**src/scp_pkg.sv**
```systemverilog
// Shared constants and types for the serial control port and its registers
package scp_pkg;
   // Register offsets
   localparam logic [7:0] REG_STATUS = 8'h14;
   localparam logic [7:0] REG_OUT_FMT = 8'h15;
   localparam logic [7:0] REG_PLL_FLT = 8'h16;
   localparam logic [7:0] REG_RED_TGT = 8'h19;
   localparam logic [7:0] REG_GRN_TGT = 8'h1a;
   localparam logic [7:0] REG_BLU_TGT = 8'h1b;
   localparam logic [7:0] REG_AOFS_CTL = 8'h1d;
   // Field positions
   localparam int STS_SOG_BIT = 1;
   localparam int STS_COAST_BIT = 0;
   localparam int FMT_444_BIT = 1;
   localparam int PLL_DIV2_BIT = 7;
   localparam int SOG_BW_HI = 6;
   localparam int SOG_BW_LO = 5;
   localparam int AIN_BW_BIT = 4;
   localparam int AOFS_EN_BIT = 7;
   localparam int AOFS_HOLD_BIT = 6;
   localparam int AOFS_RATE_HI = 1;
   localparam int AOFS_RATE_LO = 0;
   // Reset values
   localparam logic FMT_444_RST = 1'b1;
   localparam logic PLL_DIV2_RST = 1'b0;
   localparam logic [1:0] SOG_BW_RST = 2'h0;
   localparam logic AIN_BW_RST = 1'b0;
   localparam logic [7:0] TGT_RST = 8'h04;
   localparam logic AOFS_EN_RST = 1'b0;
   localparam logic AOFS_HOLD_RST = 1'b0;
   localparam logic [1:0] AOFS_RATE_RST = 2'h2;
   // Fixed upper part of the slave address, low two bits come from the pins
   localparam logic [4:0] SLAVE_ADDR_HI = 5'h13;
   // Bit counting on the serial bus
   localparam logic [3:0] BYTE_BITS = 4'h8;
   localparam logic [3:0] LAST_TX_BIT = 4'h7;
   // Serial port states, Gray coded along idle-addr-ack-rx / tx-mack
   typedef enum logic [2:0] {
      ST_IDLE = 3'h0,
      ST_ADDR = 3'h1,
      ST_ACK = 3'h3,
      ST_RX = 3'h2,
      ST_TX = 3'h6,
      ST_MACK = 3'h7
   } scp_state_t;
endpackage : scp_pkg

```
**src/scp_regs.sv**
```systemverilog
// Control and status register file behind the serial port
`timescale 1ns/1ps
module scp_regs (
   input wire logic clk_i,
   input wire logic reset_n_i,
   input wire logic wr_en_i,
   input wire logic [7:0] addr_i,
   input wire logic [7:0] wr_data_i,
   input wire logic sog_active_i,
   input wire logic coast_pol_i,
   output logic [7:0] rd_data_o,
   output logic output_444_o,
   output logic pll_extra_div2_o,
   output logic [1:0] sync_green_bw_o,
   output logic analog_bw_7mhz_o,
   output logic [7:0] red_target_o,
   output logic [7:0] green_target_o,
   output logic [7:0] blue_target_o,
   output logic auto_offset_en_o,
   output logic auto_offset_hold_o,
   output logic [1:0] auto_offset_rate_o
);
   import scp_pkg::*;

   // Output format select, 0 packs 4:2:2 onto 16 lines
   always_ff @(posedge clk_i or negedge reset_n_i) begin
      if (!reset_n_i) begin
         output_444_o <= FMT_444_RST;
      end else if (wr_en_i && addr_i == REG_OUT_FMT) begin
         output_444_o <= wr_data_i[FMT_444_BIT];
      end
   end

   // PLL divider and input filter bandwidths
   always_ff @(posedge clk_i or negedge reset_n_i) begin
      if (!reset_n_i) begin
         pll_extra_div2_o <= PLL_DIV2_RST;
         sync_green_bw_o <= SOG_BW_RST;
         analog_bw_7mhz_o <= AIN_BW_RST;
      end else if (wr_en_i && addr_i == REG_PLL_FLT) begin
         pll_extra_div2_o <= wr_data_i[PLL_DIV2_BIT];
         sync_green_bw_o <= wr_data_i[SOG_BW_HI:SOG_BW_LO];
         analog_bw_7mhz_o <= wr_data_i[AIN_BW_BIT];
      end
   end

   // Per-channel offset targets
   always_ff @(posedge clk_i or negedge reset_n_i) begin
      if (!reset_n_i) begin
         red_target_o <= TGT_RST;
         green_target_o <= TGT_RST;
         blue_target_o <= TGT_RST;
      end else if (wr_en_i) begin
         if (addr_i == REG_RED_TGT) begin
            red_target_o <= wr_data_i;
         end
         if (addr_i == REG_GRN_TGT) begin
            green_target_o <= wr_data_i;
         end
         if (addr_i == REG_BLU_TGT) begin
            blue_target_o <= wr_data_i;
         end
      end
   end

   // Auto-offset control; rate code 11 is kept as written
   always_ff @(posedge clk_i or negedge reset_n_i) begin
      if (!reset_n_i) begin
         auto_offset_en_o <= AOFS_EN_RST;
         auto_offset_hold_o <= AOFS_HOLD_RST;
         auto_offset_rate_o <= AOFS_RATE_RST;
      end else if (wr_en_i && addr_i == REG_AOFS_CTL) begin
         auto_offset_en_o <= wr_data_i[AOFS_EN_BIT];
         auto_offset_hold_o <= wr_data_i[AOFS_HOLD_BIT];
         auto_offset_rate_o <= wr_data_i[AOFS_RATE_HI:AOFS_RATE_LO];
      end
   end

   // Read mux, undefined bits and unmapped offsets read as zero
   always_comb begin
      rd_data_o = 8'h00;
      case (addr_i)
         REG_STATUS: begin
            rd_data_o[STS_SOG_BIT] = sog_active_i;
            rd_data_o[STS_COAST_BIT] = coast_pol_i;
         end
         REG_OUT_FMT: rd_data_o[FMT_444_BIT] = output_444_o;
         REG_PLL_FLT: begin
            rd_data_o[PLL_DIV2_BIT] = pll_extra_div2_o;
            rd_data_o[SOG_BW_HI:SOG_BW_LO] = sync_green_bw_o;
            rd_data_o[AIN_BW_BIT] = analog_bw_7mhz_o;
         end
         REG_RED_TGT: rd_data_o = red_target_o;
         REG_GRN_TGT: rd_data_o = green_target_o;
         REG_BLU_TGT: rd_data_o = blue_target_o;
         REG_AOFS_CTL: begin
            rd_data_o[AOFS_EN_BIT] = auto_offset_en_o;
            rd_data_o[AOFS_HOLD_BIT] = auto_offset_hold_o;
            rd_data_o[AOFS_RATE_HI:AOFS_RATE_LO] = auto_offset_rate_o;
         end
         default: rd_data_o = 8'h00;
      endcase
   end
endmodule : scp_regs

```
**src/scp_sync.sv**
```systemverilog
// Two-flop synchroniser for pins arriving from outside the clock domain
`timescale 1ns/1ps
module scp_sync #(
   parameter int WIDTH = 1,
   parameter logic [WIDTH-1:0] RST_VAL = '0
) (
   input wire logic clk_i,
   input wire logic reset_n_i,
   input wire logic [WIDTH-1:0] d_i,
   output logic [WIDTH-1:0] q_o
);
   logic [WIDTH-1:0] meta;

   // First stage feeds only the second stage
   always_ff @(posedge clk_i or negedge reset_n_i) begin
      if (!reset_n_i) begin
         meta <= RST_VAL;
         q_o <= RST_VAL;
      end else begin
         meta <= d_i;
         q_o <= meta;
      end
   end
endmodule : scp_sync

```
**src/scp_top.sv**
```systemverilog
// Two-wire serial slave port giving a bus master access to the control registers
//
// Contract
// - Status bit 1 reads 1 while sync-green input shows activity, else 0.
// - Status bit 0 reports detected coast polarity, 1 positive, 0 negative.
// - Output select bit 0 gives 4:2:2, 1 gives 4:4:4.
// - PLL register bit 7 adds an extra divide-by-2 in PLL feedback.
// - Two bits pick sync-green bandwidth: 300, 13, 13 or 6.5 MHz.
// - One bit picks colour input bandwidth: 0 is 300 MHz, 1 is 7 MHz.
// - Three per-channel offset target bytes, each resetting to 4.
// - Auto-offset control bit 7 enables auto-offset, resets to 0.
// - Auto-offset control bit 6 holds the offset output, resets to 0.
// - Auto-offset bits 1:0 set update rate, reset value 10.
// - Slave with 7-bit address, low part chosen by address-select pins.
// - SDA changes only while SCL low; SDA change with SCL high is start/stop.
// - Start is SDA falling while SCL high; begins a sequence.
// - Stop is SDA rising while SCL high; ends the sequence.
// - First byte holds seven address bits then direction, 1 read, 0 write.
// - Matching address is acked by pulling SDA low on ninth pulse.
// - Every byte travels most significant bit first.
// - A withheld write ack leaves SDA high; master then stops.
// - Missing master ack in a read means end of data; SDA released.
// - Byte after write address sets base register; later bytes increment it.
// - Reads start at the base address set earlier, incrementing per byte.
// - Repeated start without stop is accepted.
`timescale 1ns/1ps
module scp_top (
   input wire logic clk_i,
   input wire logic reset_n_i,
   input wire logic scl_i,
   input wire logic sda_i,
   output logic sda_o,
   output logic sda_oe_o,
   input wire logic [1:0] addr_select_pins_i,
   input wire logic sync_green_input_i,
   input wire logic coast_polarity_i,
   output logic output_444_o,
   output logic pll_extra_div2_o,
   output logic [1:0] sync_green_bw_o,
   output logic analog_bw_7mhz_o,
   output logic [7:0] red_target_o,
   output logic [7:0] green_target_o,
   output logic [7:0] blue_target_o,
   output logic auto_offset_en_o,
   output logic auto_offset_hold_o,
   output logic [1:0] auto_offset_rate_o
);
   import scp_pkg::*;

   // Address match on the top seven bits against the strapped address
   function automatic logic addr_match(input logic [7:0] b, input logic [1:0] sel);
      addr_match = (b[7:1] == {SLAVE_ADDR_HI, sel});
   endfunction : addr_match

   scp_state_t st;
   logic scl_q;
   logic sda_q;
   logic sog_q;
   logic coast_q;
   logic [1:0] sel_q;
   logic scl_d;
   logic sda_d;
   logic start_det;
   logic stop_det;
   logic scl_rise;
   logic scl_fall;
   logic byte_end;
   logic [3:0] bitcnt;
   logic [7:0] rx_sh;
   logic [7:0] tx_sh;
   logic [7:0] ptr;
   logic need_ptr;
   logic is_read;
   logic mack;
   logic wr_en;
   logic [7:0] rd_data;

   // Bus lines and status pins are asynchronous; idle bus levels are high
   scp_sync #(
      .WIDTH(6),
      .RST_VAL(6'h30)
   ) u_sync (
      .clk_i(clk_i),
      .reset_n_i(reset_n_i),
      .d_i({scl_i, sda_i, sync_green_input_i, coast_polarity_i, addr_select_pins_i}),
      .q_o({scl_q, sda_q, sog_q, coast_q, sel_q})
   );

   // Previous bus levels, read only from the synchronised copies
   always_ff @(posedge clk_i or negedge reset_n_i) begin
      if (!reset_n_i) begin
         scl_d <= 1'b1;
         sda_d <= 1'b1;
      end else begin
         scl_d <= scl_q;
         sda_d <= sda_q;
      end
   end

   // Line events; SDA moving with SCL high marks start or stop
   assign start_det = scl_q && scl_d && sda_d && !sda_q;
   assign stop_det = scl_q && scl_d && !sda_d && sda_q;
   assign scl_rise = scl_q && !scl_d;
   assign scl_fall = !scl_q && scl_d;
   assign byte_end = scl_fall && (bitcnt == BYTE_BITS);
   assign wr_en = (st == ST_RX) && byte_end && !need_ptr;

   // Sequencer; start and stop override any byte in flight
   always_ff @(posedge clk_i or negedge reset_n_i) begin
      if (!reset_n_i) begin
         st <= ST_IDLE;
         bitcnt <= 4'h0;
      end else if (start_det) begin
         st <= ST_ADDR;
         bitcnt <= 4'h0;
      end else if (stop_det) begin
         st <= ST_IDLE;
         bitcnt <= 4'h0;
      end else begin
         case (st)
            ST_ADDR: begin
               if (scl_rise) begin
                  bitcnt <= bitcnt + 4'h1;
               end else if (byte_end) begin
                  st <= addr_match(rx_sh, sel_q) ? ST_ACK : ST_IDLE;
               end
            end
            ST_ACK: begin
               if (scl_fall) begin
                  bitcnt <= 4'h0;
                  st <= is_read ? ST_TX : ST_RX;
               end
            end
            ST_RX: begin
               if (scl_rise) begin
                  bitcnt <= bitcnt + 4'h1;
               end else if (byte_end) begin
                  st <= ST_ACK;
               end
            end
            ST_TX: begin
               if (scl_fall) begin
                  if (bitcnt == LAST_TX_BIT) begin
                     st <= ST_MACK;
                  end else begin
                     bitcnt <= bitcnt + 4'h1;
                  end
               end
            end
            ST_MACK: begin
               if (scl_fall) begin
                  bitcnt <= 4'h0;
                  st <= mack ? ST_TX : ST_IDLE;
               end
            end
            default: begin
               st <= ST_IDLE;
               bitcnt <= 4'h0;
            end
         endcase
      end
   end

   // Receive shifter, first bit lands in the top position
   always_ff @(posedge clk_i or negedge reset_n_i) begin
      if (!reset_n_i) begin
         rx_sh <= 8'h00;
      end else if (scl_rise && (st == ST_ADDR || st == ST_RX)) begin
         rx_sh <= {rx_sh[6:0], sda_q};
      end
   end

   // Direction bit and master acknowledge capture
   always_ff @(posedge clk_i or negedge reset_n_i) begin
      if (!reset_n_i) begin
         is_read <= 1'b0;
         mack <= 1'b0;
      end else begin
         if (st == ST_ADDR && byte_end) begin
            is_read <= rx_sh[0];
         end
         if (st == ST_MACK && scl_rise) begin
            mack <= !sda_q;
         end
      end
   end

   // Register pointer: set by first write byte, stepped after each byte
   always_ff @(posedge clk_i or negedge reset_n_i) begin
      if (!reset_n_i) begin
         ptr <= 8'h00;
         need_ptr <= 1'b0;
      end else if (start_det || stop_det) begin
         need_ptr <= 1'b0;
      end else if (st == ST_ADDR && byte_end) begin
         need_ptr <= addr_match(rx_sh, sel_q) && !rx_sh[0];
      end else if (st == ST_RX && byte_end && need_ptr) begin
         ptr <= rx_sh;
         need_ptr <= 1'b0;
      end else if (wr_en) begin
         ptr <= ptr + 8'h01;
      end else if (st == ST_TX && scl_fall && bitcnt == LAST_TX_BIT) begin
         ptr <= ptr + 8'h01;
      end
   end

   // Transmit shifter loads from the pointer, shifts on each SCL fall
   always_ff @(posedge clk_i or negedge reset_n_i) begin
      if (!reset_n_i) begin
         tx_sh <= 8'h00;
      end else if (scl_fall) begin
         if ((st == ST_ACK && is_read) || (st == ST_MACK && mack)) begin
            tx_sh <= rd_data;
         end else if (st == ST_TX) begin
            tx_sh <= {tx_sh[6:0], 1'b0};
         end
      end
   end

   // SDA drive: open drain, pulled low only for ack or a zero data bit.
   // Changes other than the release at start or stop follow a detected SCL fall, so SCL is already low.
   always_ff @(posedge clk_i or negedge reset_n_i) begin
      if (!reset_n_i) begin
         sda_oe_o <= 1'b0;
      end else if (start_det || stop_det) begin
         sda_oe_o <= 1'b0;
      end else if (st == ST_ADDR && byte_end) begin
         sda_oe_o <= addr_match(rx_sh, sel_q);
      end else if (st == ST_RX && byte_end) begin
         sda_oe_o <= 1'b1;
      end else if (scl_fall) begin
         case (st)
            ST_ACK: sda_oe_o <= is_read && !rd_data[7];
            ST_TX: sda_oe_o <= (bitcnt != LAST_TX_BIT) && !tx_sh[6];
            ST_MACK: sda_oe_o <= mack && !rd_data[7];
            default: sda_oe_o <= sda_oe_o;
         endcase
      end
   end

   // Level driven while enabled is always low
   always_ff @(posedge clk_i or negedge reset_n_i) begin
      if (!reset_n_i) begin
         sda_o <= 1'b0;
      end else begin
         sda_o <= 1'b0;
      end
   end

   // Register file; its control outputs are flops and leave the block directly, read data is combinational
   scp_regs u_regs (
      .clk_i(clk_i),
      .reset_n_i(reset_n_i),
      .wr_en_i(wr_en),
      .addr_i(ptr),
      .wr_data_i(rx_sh),
      .sog_active_i(sog_q),
      .coast_pol_i(coast_q),
      .rd_data_o(rd_data),
      .output_444_o(output_444_o),
      .pll_extra_div2_o(pll_extra_div2_o),
      .sync_green_bw_o(sync_green_bw_o),
      .analog_bw_7mhz_o(analog_bw_7mhz_o),
      .red_target_o(red_target_o),
      .green_target_o(green_target_o),
      .blue_target_o(blue_target_o),
      .auto_offset_en_o(auto_offset_en_o),
      .auto_offset_hold_o(auto_offset_hold_o),
      .auto_offset_rate_o(auto_offset_rate_o)
   );

   // Checks on the sequencer and the SDA drive
   chk_start_restart: assert property (@(posedge clk_i) disable iff (!reset_n_i)
      start_det |=> (st == ST_ADDR) && (bitcnt == 4'h0) && !sda_oe_o)
      else $error("start did not restart address phase");

   chk_stop_to_idle: assert property (@(posedge clk_i) disable iff (!reset_n_i)
      stop_det |=> (st == ST_IDLE) && !sda_oe_o)
      else $error("stop did not end the sequence");

   chk_ack_on_match: assert property (@(posedge clk_i) disable iff (!reset_n_i)
      (st == ST_ADDR && byte_end && !start_det && !stop_det)
      |=> (sda_oe_o == addr_match($past(rx_sh), sel_q)) && (st == ST_ACK) == sda_oe_o)
      else $error("address ack does not follow match");

   chk_sda_scl_low: assert property (@(posedge clk_i) disable iff (!reset_n_i)
      ($changed(sda_oe_o) && !$past(start_det) && !$past(stop_det)) |-> !scl_d)
      else $error("SDA drive changed while SCL high");

   chk_tx_msb_first: assert property (@(posedge clk_i) disable iff (!reset_n_i)
      (st == ST_TX) |-> (sda_oe_o == !tx_sh[7]))
      else $error("transmitted bit is not the top of the shifter");

   chk_write_step: assert property (@(posedge clk_i) disable iff (!reset_n_i)
      wr_en |=> (ptr == $past(ptr) + 8'h01))
      else $error("pointer did not step after a write");

   chk_read_load: assert property (@(posedge clk_i) disable iff (!reset_n_i)
      (st == ST_ACK && scl_fall && is_read && !start_det && !stop_det)
      |=> (st == ST_TX) && (tx_sh == $past(rd_data)))
      else $error("read did not load data at the pointer");

   chk_nack_release: assert property (@(posedge clk_i) disable iff (!reset_n_i)
      (st == ST_MACK && scl_fall && !mack && !start_det && !stop_det)
      |=> ((st == ST_IDLE) && !sda_oe_o) [*2])
      else $error("missing master ack did not release SDA");

   // Shifter takes the synchronised SDA level at each SCL rise in ST_ADDR or ST_RX, first bit ends on top
   chk_rx_shift_msb: assert property (@(posedge clk_i) disable iff (!reset_n_i)
      (scl_rise && (st == ST_ADDR || st == ST_RX))
      |=> (rx_sh == {$past(rx_sh[6:0]), $past(sda_q)}))
      else $error("receive shifter did not take SDA at the bottom");

   chk_dir_capture: assert property (@(posedge clk_i) disable iff (!reset_n_i)
      (st == ST_ADDR && byte_end) |=> (is_read == $past(rx_sh[0])))
      else $error("direction bit not taken from the eighth address bit");

   chk_ptr_load: assert property (@(posedge clk_i) disable iff (!reset_n_i)
      (st == ST_RX && byte_end && need_ptr) |=> (ptr == $past(rx_sh)) && !need_ptr)
      else $error("first write byte did not set the pointer");

   // A foreign address or an ended sequence must leave the wire to the pull-up
   chk_idle_released: assert property (@(posedge clk_i) disable iff (!reset_n_i)
      (st == ST_IDLE) |-> !sda_oe_o)
      else $error("SDA pulled low while the port is idle");

   cov_write: cover property (@(posedge clk_i) disable iff (!reset_n_i) wr_en);
   cov_read_burst: cover property (@(posedge clk_i) disable iff (!reset_n_i)
      st == ST_MACK && scl_fall && mack);
   cov_addr_nack: cover property (@(posedge clk_i) disable iff (!reset_n_i)
      st == ST_ADDR && byte_end && !addr_match(rx_sh, sel_q));
   cov_rep_start: cover property (@(posedge clk_i) disable iff (!reset_n_i)
      start_det && st != ST_IDLE);
   cov_cut_byte: cover property (@(posedge clk_i) disable iff (!reset_n_i)
      stop_det && st == ST_RX && bitcnt != 4'h0);
endmodule : scp_top
```
**config.mk**
```make
export PLATFORM = sky130hd
export DESIGN_NAME = scp_top
export DESIGN_NICKNAME = d
export VERILOG_FILES = /design/src/scp_pkg.sv /design/src/scp_regs.sv /design/src/scp_sync.sv /design/src/scp_top.sv
export SDC_FILE = /design/constraint.sdc
export NUM_CORES = 1
export LEC_CHECK = 0
export BUFFER_PORTS_ARGS = -buffer_cell sky130_fd_sc_hd__buf_2
export CAP_MARGIN = 5
export CORE_MARGIN = 1.5
export CORE_UTILIZATION = 63
export CTS_CLUSTER_SIZE = 16
export DETAILED_ROUTE_END_ITERATION = 16
export PLACE_DENSITY = 0.88
export SLEW_MARGIN = 20
export SYNTH_ARGS = -nofsm -noshare
export SYNTH_HDL_FRONTEND = slang
export SYNTH_SLANG_ARGS = --single-unit
```
**constraint.sdc**
```tcl
create_clock -name clk_i -period 3.15 [get_ports clk_i]
set_input_delay 0.63 -clock clk_i [delete_from_list [all_inputs] [get_ports clk_i]]
set_output_delay 0.63 -clock clk_i [all_outputs]
set_load 0.02 [all_outputs]
```
==> impl_metrics.ini <==
[finish]
multi_input_area_um2 = 1800
utilization_pct = 73.3
diodes = 0
synthToLayoutAreaGrowth_pct = 10.4
fin_cells = 476
n_fill_cell = 391
fin_nets = 410
register_area_um2 = 2040
drive_above_1_share_pct = 31.9

[synth]
ys_types = 64
syn_area_um2 = 4000
synth_cells = 362
synth-seq-area-share_pct = 51.0
ys_seq_elements = 81
synth_area_per_cell_um2 = 11.1
ys_dominant_reg_cell = dfrtp_1
yosys_warnings = 0
synth_enable_flop_cells = 0
synthArstFlopShare_pct = 100
syn-num-nets = 376

[critical_path]
ff2ff_setup_slack_ns = 0.83
start_kind = register
setup.worst_path.end_class = register
criticalPathCategory = register to register
r2r_start = bitcnt[0]
arrival_ns = 2.57
r2r_end = u_regs.red_target_o[5]
reg2reg_depth = 7
crit_fanout = 8
required_ns = 3.40

[routing]
antenna_left = 0
num_vias = 3178
wirelength_mm = 10.2
drt_iter0_markers = 452
post_drt_via_cell_ratio = 6.68
drc = 0
avgRoutedWirePerCell_um = 21.4
dr_wl_met2_mm = 4.90
dr.pass1.iters = 6
highest-signal-layer = met4
wl_met1_mm = 4.08
wl_met3_um = 921

[placed_design]
port_buffers = 41
place.gp.congestion = 0.944
hpwl_mm = 6.63
dp_cells = 460

[timing]
setup_viol = 0
rsz0062_at_grt = false
finalHoldViolations = 0
whs_ns = 0.249
worst_slew_margin_rel_pct = 36.2
finClkSkew_ns = 0.0123
min_period_over_period_pct = 73.8
worst_slew_pin_slew_ns = 0.950
fmax_mhz = 430
maxSlewViolCount = 0
totalNegativeSetupSlack_ns = 0
period_minus_slack_ns = 2.32

[die]
die_h_um = 82.7
die_x_um = 82.7
boundaryPins = 43
die-area_um2 = 6840
rows = 28
initial_utilization_pct = 66.4
core_region_area_um2 = 6030

[clock_network]
cts_resized = 0
htree_levels = 3
post_cts_buffers = 0
clockBufferDepth = 2
cts_tree = yes
cts_buffers = 9
clk_pin_slew_ns = 0.09
clock_latency_ns = 0.37
cts.sinks = 81
cts-root-buf = clkbuf_8
hold_buffers = 0

[job]
maxCapViolCount = 0

[power]
powerDensity_nw_per_um2 = 441
leakagePower_nw = 2.13
irDropWorstVdd_uv = 467

[global_route]
grt_antenna_before_repair = 0
grt_max_degree = 82
grt_pass1_wl_mm = 15.9
first_global_vias = 3005
grt_overflow = 0
track_usage_pct = 32.8

[outcome]
status = completed

[hold_path]
holdCritPathClass = primary input to asynchronous set/reset pin
-- sequential cells by signal (all words and copies together), names as in the netlist --
name                       flops
u_regs.red_target_o            8
mack                           1
scl_d                          1
tx_sh                          7
u_regs.green_target_o          8
sda_oe_o                       1
is_read                        1
u_sync.q_o                     6
u_regs.analog_bw_7mhz_o        1
need_ptr                       1
u_regs.auto_offset_hold_o      1
u_regs.output_444_o            1
st                             3
rx_sh                          8
sda_d                          1
u_regs.auto_offset_en_o        1
u_regs.pll_extra_div2_o        1
u_sync.meta                    6
ptr                            8
bitcnt                         4
u_regs.blue_target_o           8
u_regs.sync_green_bw_o         2
u_regs.auto_offset_rate_o      2
-- routing by layer --
metal  vias to the layer above  global-route usage, %
met5                         -                      0
li1                       1397                      -
met4                         0                   14.5
met2                       203                   51.5
met1                      1549                   44.2
met3                        29                   6.48
-- how the worst max path moves through the flow --
stage	start	endpoint	slack, ns	cells after the start
finish	bitcnt[0]	u_regs.red_target_o[5]	0.83	7
global route	bitcnt[0]	u_regs.red_target_o[5]	0.70	7
CTS	bitcnt[0]	u_regs.red_target_o[5]	0.82	7
detailed placement	bitcnt[0]	u_regs.red_target_o[5]	0.87	7
global placement	bitcnt[0]	u_regs.red_target_o[5]	1.01	7
floorplan	bitcnt[0]	u_regs.red_target_o[5]	1.15	7
-- cell type report --
type | instances | share of cell area (%)
flip-flops and latches | 81 | 46.2
multi-input cells | 250 | 40.7
repair buffers | 45 | 5.46
clock buffers | 10 | 3.11
well taps | 75 | 2.12
clock inverters | 6 | 1.67
inverters | 9 | 0.764
-- report_power, final --
group / internal [mW] / switching (mW)
registers: 1.06 / 0.0241
logic: 0.0180 / 0.0375
clock network: 0.399 / 0.412
-- layout by cell type, fill, tap and decap left out, drive strengths merged, types with 4 or more instances in the layout --
cell type | netlist | final
mux2 | 45 | 45
a22oi | 4 | 4
nand3 | 18 | 18
o21ai | 13 | 13
a21oi | 31 | 31
o22ai | 4 | 4
dfrtp | 70 | 70
buf | 9 | 45
nand2 | 27 | 27
nand2b | 5 | 5
ha | 6 | 6
dfstp | 11 | 11
a22o | 5 | 5
nand4 | 4 | 4
nor2 | 24 | 24
inv | 9 | 12
clkbuf | 12 | 10
nor2b | 6 | 6
-- synthesized netlist by cell type, types with 4 or more instances --
| master | number | area share, % |
|---|---|---|
| dfstp_2 | 11 | 7.2 |
| nor2_1 | 24 | 2.3 |
| nor2b_1 | 6 | 0.94 |
| nand3_1 | 17 | 2.1 |
| ha_1 | 6 | 1.9 |
| o22ai_1 | 4 | 0.63 |
| nand4_1 | 4 | 0.63 |
| mux2_2 | 44 | 12 |
| inv_1 | 9 | 0.84 |
| dfrtp_1 | 70 | 44 |
| nand2_1 | 24 | 2.3 |
| a22oi_1 | 4 | 0.75 |
| a21oi_1 | 31 | 3.9 |
| nand2b_1 | 5 | 0.78 |
| a22o_1 | 5 | 1.1 |
| o21ai_0 | 12 | 1.5 |
| clkbuf_1 | 11 | 1.0 |
-- metrics by stage --
| stage | setup slack (ns) | power, mW | instance area, um^2 |
|---|---|---|---|
| global route | 0.705 | 1.99 | 4420 |
| global placement | 1.01 | 1.15 | 4200 |
| detailed placement | 0.870 | 1.15 | 4200 |
| floorplan | 1.15 | 1.12 | 4000 |
| finish | 0.826 | 1.95 | 4420 |
| CTS | 0.824 | 1.95 | 4420 |
-- cell families (layout without fill, tap and decap cells) --
family                   Yosys count  count (layout)  share of synthesized area (%)
adder cells (fa/ha/maj)            6               6                           1.88
XOR/XNOR                           3               3                          0.657
multiplexers                      48              48                           13.4
flip-flops                        81              81                           51.0
buffers and inverters             31              70                           4.09
AO/OA/AOI/OAI                     85              85                           13.7
other                              1               1                         0.0937
AND/OR/NAND/NOR                  107             107                           15.2
-- worst max-delay path: stages (launching register included) --
cell      delay (ns)
dfrtp_1         0.43
inv_1           0.08
ha_1            0.15
and4bb_2        0.30
nand3_2         0.18
nor4_4          0.51
nand2_4         0.17
mux2_1          0.36
Power figures use the tool's default switching activity.
